==> config.mk <==
export PLATFORM = sky130hd
export DESIGN_NAME = acrp_port
export DESIGN_NICKNAME = d
export VERILOG_FILES = /design/src/include/acrp_pkg.sv /design/src/logic/acrp_port.sv /design/src/logic/acrp_lane.sv
export SDC_FILE = /design/constraint.sdc
export NUM_CORES = 1
export LEC_CHECK = 0
export ABC_AREA = 1
export BUFFER_PORTS_ARGS = -buffer_cell sky130_fd_sc_hd__clkbuf_2
export CORE_MARGIN = 2
export CORE_UTILIZATION = 43
export CTS_CLUSTER_DIAMETER = 100
export DETAILED_ROUTE_END_ITERATION = 8
export SLEW_MARGIN = 20
export SYNTH_ARGS = -nofsm -noshare
export SYNTH_HDL_FRONTEND = slang
export SYNTH_HIERARCHICAL = 1
export SYNTH_SLANG_ARGS = --single-unit
==> constraint.sdc <==
create_clock -name CLOCK_IN -period 1.8 [get_ports CLOCK_IN]
set_input_delay 0.36 -clock CLOCK_IN [delete_from_list [all_inputs] [get_ports CLOCK_IN]]
set_output_delay 0.36 -clock CLOCK_IN [all_outputs]
set_load 0.1 [all_outputs]
==> src/include/acrp_pkg.sv <==
// Package of constants and carrier types for the analog control reconfiguration port.
package acrp_pkg;

  // ****************************************
  // Sizes
  // ****************************************
  localparam int NUM_LANES  = 4;
  localparam int LANE_IDX_W = 2;
  localparam int SWING_W    = 3;
  localparam int PACKED_W   = NUM_LANES * SWING_W;

  // ****************************************
  // Timing and reset values
  // ****************************************
  localparam int ACCESS_NS  = 40;
  localparam int CLK_NS     = 10;
  localparam logic [3:0] ACCESS_CYC = 4'((ACCESS_NS + CLK_NS - 1) / CLK_NS);
  localparam logic [SWING_W-1:0] SWING_RST = 3'h0;

  // ****************************************
  // Encodings
  // ****************************************
  localparam logic [1:0] DIR_IDLE    = 2'h0;
  localparam logic [1:0] DIR_RX_ONLY = 2'h1;
  localparam logic [1:0] DIR_TX_ONLY = 2'h2;
  localparam logic [1:0] DIR_DUPLEX  = 2'h3;

  typedef enum logic [1:0] {
    MODE_LANE_INDEX,
    MODE_SHARED,
    MODE_PER_LANE
  } acrp_mode_e;

  typedef enum logic [1:0] {
    CFG_DATA_RATE_DIV,
    CFG_CENTRAL_UNIT,
    CFG_PLL_SELECT,
    CFG_OTHER
  } acrp_cfg_e;

  typedef struct packed {
    logic                    write;
    logic                    read;
    acrp_mode_e              mode;
    logic [1:0]              dir;
    logic [LANE_IDX_W-1:0]   lane;
    logic [PACKED_W-1:0]     swing;
  } acrp_req_s;

  typedef struct packed {
    logic          bonded;
    logic [3:0]    bond_width;
    logic          tx_only;
    logic          direct_analog;
  } acrp_lane_cfg_s;

endpackage

==> src/logic/acrp_port.sv <==
// Request and answer port that writes and reads back per-lane analog settings.
`timescale 1ns/1ps

module acrp_port (
  input  wire logic                             CLOCK_IN,
  input  wire logic                             RST_N_IN,
  input  wire acrp_pkg::acrp_req_s              REQ_IN,
  input  wire acrp_pkg::acrp_lane_cfg_s         LANE_CFG_IN,
  input  wire acrp_pkg::acrp_cfg_e              CFG_KIND_IN,
  output logic                                  BUSY_OUT,
  output logic                                  RD_VALID_OUT,
  output logic [acrp_pkg::PACKED_W-1:0]         SWING_RB_OUT,
  output logic [acrp_pkg::SWING_W-1:0]          SWING_SEL_OUT,
  output logic                                  CFG_ALLOWED_OUT
);

  // ****************************************
  // Transaction sequencer
  // ****************************************
  typedef enum logic [1:0] {ST_IDLE, ST_WRITE, ST_READ} acrp_state_e;

  acrp_state_e                   state_r, state_nxt;
  logic [3:0]                    cnt_r, cnt_nxt;
  acrp_pkg::acrp_req_s           held_r;
  logic [acrp_pkg::NUM_LANES-1:0] lane_wr;
  logic [acrp_pkg::PACKED_W-1:0] tx_all, rx_all;
  logic [acrp_pkg::PACKED_W-1:0] rb_nxt;
  logic                          rd_done;
  logic                          wr_done;

  // Strobes are only looked at in idle, so a running transaction is never disturbed.
  wire take_wr = (state_r == ST_IDLE) && REQ_IN.write && !REQ_IN.read;
  wire take_rd = (state_r == ST_IDLE) && REQ_IN.read && !REQ_IN.write;
  wire last    = (cnt_r == acrp_pkg::ACCESS_CYC - 4'h1);

  assign wr_done = (state_r == ST_WRITE) && last;
  assign rd_done = (state_r == ST_READ) && last;

  always_comb begin
    state_nxt = state_r;
    cnt_nxt   = cnt_r;
    case (state_r)
      ST_IDLE: begin
        cnt_nxt = 4'h0;
        if (take_wr) begin
          state_nxt = ST_WRITE;
        end else if (take_rd) begin
          state_nxt = ST_READ;
        end
      end
      ST_WRITE, ST_READ: begin
        cnt_nxt = cnt_r + 4'h1;
        if (last) begin
          state_nxt = ST_IDLE;
          cnt_nxt   = 4'h0;
        end
      end
      default: begin
        state_nxt = ST_IDLE;
      end
    endcase
  end

  always_ff @(posedge CLOCK_IN) begin
    if (!RST_N_IN) begin
      state_r <= ST_IDLE;
      cnt_r   <= 4'h0;
      held_r  <= '0;
    end else begin
      state_r <= state_nxt;
      cnt_r   <= cnt_nxt;
      if (take_wr || take_rd) begin
        held_r <= REQ_IN;
      end
    end
  end

  // Busy comes straight from the state, so it falls in the cycle valid rises.
  assign BUSY_OUT = (state_r != ST_IDLE);

  // ****************************************
  // Lane stores
  // ****************************************
  for (genvar i = 0; i < acrp_pkg::NUM_LANES; i++) begin : g_lane
    logic [acrp_pkg::SWING_W-1:0] wval;
    // Shared mode uses the low field for all lanes; per-lane uses each lane's field.
    assign wval = (held_r.mode == acrp_pkg::MODE_PER_LANE) ?
                  held_r.swing[i*acrp_pkg::SWING_W +: acrp_pkg::SWING_W] :
                  held_r.swing[acrp_pkg::SWING_W-1:0];
    assign lane_wr[i] = wr_done &&
                        ((held_r.mode != acrp_pkg::MODE_LANE_INDEX) ||
                         (held_r.lane == acrp_pkg::LANE_IDX_W'(i)));
    acrp_lane u_lane (
      .CLOCK_IN     (CLOCK_IN),
      .RST_N_IN     (RST_N_IN),
      .WR_IN        (lane_wr[i]),
      .DIR_IN       (held_r.dir),
      .SWING_IN     (wval),
      .TX_SWING_OUT (tx_all[i*acrp_pkg::SWING_W +: acrp_pkg::SWING_W]),
      .RX_SWING_OUT (rx_all[i*acrp_pkg::SWING_W +: acrp_pkg::SWING_W])
    );
  end

  // ****************************************
  // Readback
  // ****************************************
  // A receiver-only read returns receiver values; any other direction the transmitter's.
  assign rb_nxt = (held_r.dir == acrp_pkg::DIR_RX_ONLY) ? rx_all : tx_all;

  wire [acrp_pkg::SWING_W-1:0] sel_nxt =
    rb_nxt[held_r.lane*acrp_pkg::SWING_W +: acrp_pkg::SWING_W];

  always_ff @(posedge CLOCK_IN) begin
    if (!RST_N_IN) begin
      SWING_RB_OUT  <= '0;
      SWING_SEL_OUT <= '0;
      RD_VALID_OUT  <= 1'b0;
    end else begin
      RD_VALID_OUT <= rd_done;
      if (rd_done) begin
        SWING_RB_OUT  <= rb_nxt;
        SWING_SEL_OUT <= sel_nxt;
      end
    end
  end

  // ****************************************
  // Reconfiguration legality
  // ****************************************
  // Only the device-side limits are judged; mode moves the requester must avoid are not seen here.
  wire bond_ok = LANE_CFG_IN.bonded &&
                 ((LANE_CFG_IN.bond_width == 4'h4) || (LANE_CFG_IN.bond_width == 4'h8));
  wire div_ok  = !LANE_CFG_IN.bonded && LANE_CFG_IN.tx_only;
  wire pll_ok  = !LANE_CFG_IN.bonded || LANE_CFG_IN.direct_analog;

  always_ff @(posedge CLOCK_IN) begin
    if (!RST_N_IN) begin
      CFG_ALLOWED_OUT <= 1'b0;
    end else begin
      case (CFG_KIND_IN)
        acrp_pkg::CFG_DATA_RATE_DIV: CFG_ALLOWED_OUT <= div_ok;
        acrp_pkg::CFG_CENTRAL_UNIT:  CFG_ALLOWED_OUT <= bond_ok;
        acrp_pkg::CFG_PLL_SELECT:    CFG_ALLOWED_OUT <= pll_ok;
        default:                     CFG_ALLOWED_OUT <= 1'b1;
      endcase
    end
  end

endmodule // acrp_port

==> src/logic/acrp_lane.sv <==
// One lane's analog front end swing store for transmitter and receiver parts.
`timescale 1ns/1ps
module acrp_lane (
  input  wire logic                          CLOCK_IN,
  input  wire logic                          RST_N_IN,
  input  wire logic                          WR_IN,
  input  wire logic [1:0]                    DIR_IN,
  input  wire logic [acrp_pkg::SWING_W-1:0]  SWING_IN,
  output logic      [acrp_pkg::SWING_W-1:0]  TX_SWING_OUT,
  output logic      [acrp_pkg::SWING_W-1:0]  RX_SWING_OUT
);

  // Transmitter-only writes leave the receiver value alone.
  wire wr_tx = WR_IN && (DIR_IN != acrp_pkg::DIR_RX_ONLY);
  wire wr_rx = WR_IN && (DIR_IN != acrp_pkg::DIR_TX_ONLY);

  always_ff @(posedge CLOCK_IN) begin
    if (!RST_N_IN) begin
      TX_SWING_OUT <= acrp_pkg::SWING_RST;
      RX_SWING_OUT <= acrp_pkg::SWING_RST;
    end else begin
      if (wr_tx) begin
        TX_SWING_OUT <= SWING_IN;
      end
      if (wr_rx) begin
        RX_SWING_OUT <= SWING_IN;
      end
    end
  end

endmodule // acrp_lane

==> results by group <==
Outcome
  • Status: finished, final reports clean

Pwr
  • Sequential Power Share: between 40% and 50%
  • Psw: between 1 and 1.5 mW
  • P_int: 2.399 mW
  • Clk pwr share: between 30% and 40%
  • Logic gate share of total power: between 10% and 20%
  • Peak VDD IR: roughly 450 µV
  • Cell Pwr Density: just under 900 nW/µm²
  • Net Sw Frac: between 20% and 30%
  • Leakage power: 1.675 nW

STA
  • Final Hold Vio Count: 0
  • Slew @ Worst Pin: approximately 0.54 ns
  • Post-route setup TNS: 0 ns
  • Endpoints failing setup: 0
  • F_max: 580.3 MHz
  • Post-layout min period: about 1.7 ns
  • Slew Viols, Final: 0
  • Worst slew margin: 63.89%
  • RSZ-0062 raised after global routing: false
  • Setup Skew: just under 0.01 ns
  • Fin crit share: between 90% and 100%
  • Setup ws final: 0.07690 ns

CTS
  • Worst-Skew Late Latency: ~0.34 ns
  • CTS clock-pin slew for the worst setup and hold paths: roughly 0.07 ns
  • Clock tree buffer depth: 2
  • CTS tree: built
  • Total CTS buffers: 9
  • Hold_buf cts: 0
  • Number of gates resized after CTS: 0
  • CTS H-tree lvls: 3
  • Clock root cell: clkbuf_8
  • Setup Buffers After CTS: 0
  • Sink Count: 65

Floorplanning
  • Die X: around 92 µm
  • Core Box Area: 7647 µm²
  • # IOs: around 50
  • Row Count: 32
  • Starting Density: ~44%
  • Die area: approximately 8500 µm²
  • Chip height: 92.41 µm

Hold path
  • Hold Path Class: input pin to register

GRT
  • GR Overflow Total: 0
  • First-pass GRT wire length: between 10 and 15 mm
  • Pin count of the biggest net entering global routing: between 40 and 50
  • Met1 layer usage reported by global route: 25.35%
  • Vias in the first global route: 2872
  • Grt met3 use: under 10%
  • GR Util met2: a little over 30%
  • Initial antenna violation count: 0
  • All-Layer GR Usage: 18.87%
  • Most used routing layer: met2

Cells and area
  • Diodes inserted: 0
  • Fillers: 789
  • Area Growth Syn to Fin: 14.74%
  • Nets: roughly 560
  • Share of layout cells above drive strength 1: approximately 24%
  • FF/Latch Area: ~1300 µm²
  • Commonest non-fill, non-tap cells in the layout: nand2_1, dfxtp_1, nand3_1, nor2_1, inv_1
  • Footprint of the multi-input gates: 1640 µm²
  • Commonest non-fill, non-tap cell in the layout: nand2_1

Synthesis
  • Post-Syn Nets: a little over 500
  • Area leader, netlist: dfxtp_1
  • Cells after Synth: ~470
  • Synthesized area: 3361 µm²
  • Post-synthesis sequential area ratio: 38.72%
  • Yosys top cell area share: about two fifths
  • Yosys warns: 6
  • Synth top area cells: dfxtp_1, nand2_1, nand3_1
  • Seq cells post-synth: 65
  • Count of different cell masters after synthesis: 28
  • Avg Inst Size Synth: 7.181 µm²

Placed design
  • RePlAce Congestion: about 0.77
  • IO Port Bufs: 48
  • Placement Setup Slack: around 0.22 ns
  • Post-DP HPWL: between 5 and 6 mm

Critical path
  • Top delay family on crit path: flip-flops
  • WP buf/inv: 3
  • Required time of the critical path: approximately 1.4 ns
  • Most used cell, CP: inv_1
  • Crit path max fanout: 4
  • CP Launch Type: register
  • Biggest cell delay along the critical path: approximately 0.39 ns
  • Worst setup path class: register to output port
  • Crit path DAT: about 1.4 ns
  • Critical path endpoint category: output port
  • Cell Chain, Critical Path: inv_1 -> ha_1 -> inv_1 -> buf_12
  • Critical-path top delay cell: dfxtp_1

Detailed routing
  • Detailed Route WL: roughly 7.4 mm
  • Via density: approximately 4.7
  • ANT nets after route: 0
  • Routed WL per cell: ~12 µm
  • Pre-antenna DRT Iters: 4
  • DR vias: 2940
  • # DRC: 0
  • First DRT Iteration DRCs: between 60 and 70

Run
  • Max-cap viol count: 0
## state kept, by name (all words and copies together) (netlist names)
signal                      count
held_r                         15
g_lane.wval                     3
SWING_RB_OUT                   12
g_lane.u_lane/TX_SWING_OUT     12
RD_VALID_OUT                    1
CFG_ALLOWED_OUT                 1
SWING_SEL_OUT                   3
g_lane.u_lane/RX_SWING_OUT     12
cnt_r                           4
state_r                         2
## metrics by stage
stage                     hold WS (ns)  instances  util, %  power, mW  area (µm²)
final                           0.2248        625    50.43      3.409        3856
after floorplan                 0.4426        468        -      2.050        3361
after detailed placement        0.4584        610    47.87      2.200        3661
after global placement          0.4534        610    47.87      2.190        3661
after CTS                       0.2128        625    50.43      3.443        3856
after global routing            0.2386        625    50.43      3.605        3856
## worst reg2reg max path: stages, from the launching register on
cell,delay (ns)
dfxtp_1,0.39
inv_1,0.08
ha_1,0.26
nand3_2,0.12
inv_4,0.06
nor2_8,0.19
buf_4,0.25
o21ai_1,0.08
nor2_1,0.10
## metal layers
metal	wire length, µm	up-vias
met2	3297	51
li1	-	1595
met3	303	4
met1	3760	1290
met4	57	0
met5	0	-
## layout make-up
type,count,share of cell area [%]
clock buffer,12,4.023
clock inverter,3,1.038
inverter,65,6.652
multi-input combinational,321,42.54
sequential,65,33.74
tap,102,3.310
timing repair buffer,57,8.696
## cells by family (layout without fill, tap and decap cells)
logic type      after synthesis  in the layout  share of synthesized area, %
simple gates                243            243                         34.48
buf+inv                      82            137                         12.47
compound gates               73             73                         12.47
flops                        65             65                         38.72
fa+ha+maj                     5              5                         1.862
## synth_stat cells, drive strengths merged
| cell | number |
|---|---|
| clkinv | 1 |
| nand3 | 73 |
| nand3b | 3 |
| ha | 5 |
| nor3 | 6 |
| a21oi | 47 |
| nor2 | 70 |
| dfxtp | 65 |
| inv | 64 |
| nand2 | 90 |
| or2 | 1 |
| a31oi | 1 |
| buf | 17 |
| o21ai | 25 |
## power groups by stage
stage	registers, mW	logic [mW]	clock network [mW]
finish	1.55	0.621	1.24
global route	1.55	0.697	1.36
CTS	1.55	0.625	1.27
detailed placement	1.58	0.622	0
global placement	1.57	0.616	0
floorplan	1.59	0.463	0
## final timing paths
check                           depth (start not counted)  slack (ns)                         start                           end
worst min-delay path                                    2        0.22                CFG_KIND_IN[0]    CFG_ALLOWED_OUT$_SDFF_PN0_
worst max-delay path                                    4        0.08       state_r[0]$_SDFFE_PN0P_                      BUSY_OUT
worst max register to register                          8        0.21       state_r[0]$_SDFFE_PN0P_        held_r[9]$_SDFFE_PN0P_
worst min register to register                          2        0.46  SWING_RB_OUT[1]$_SDFFE_PN0P_  SWING_RB_OUT[1]$_SDFFE_PN0P_
(Power assumes the default switching activity.)
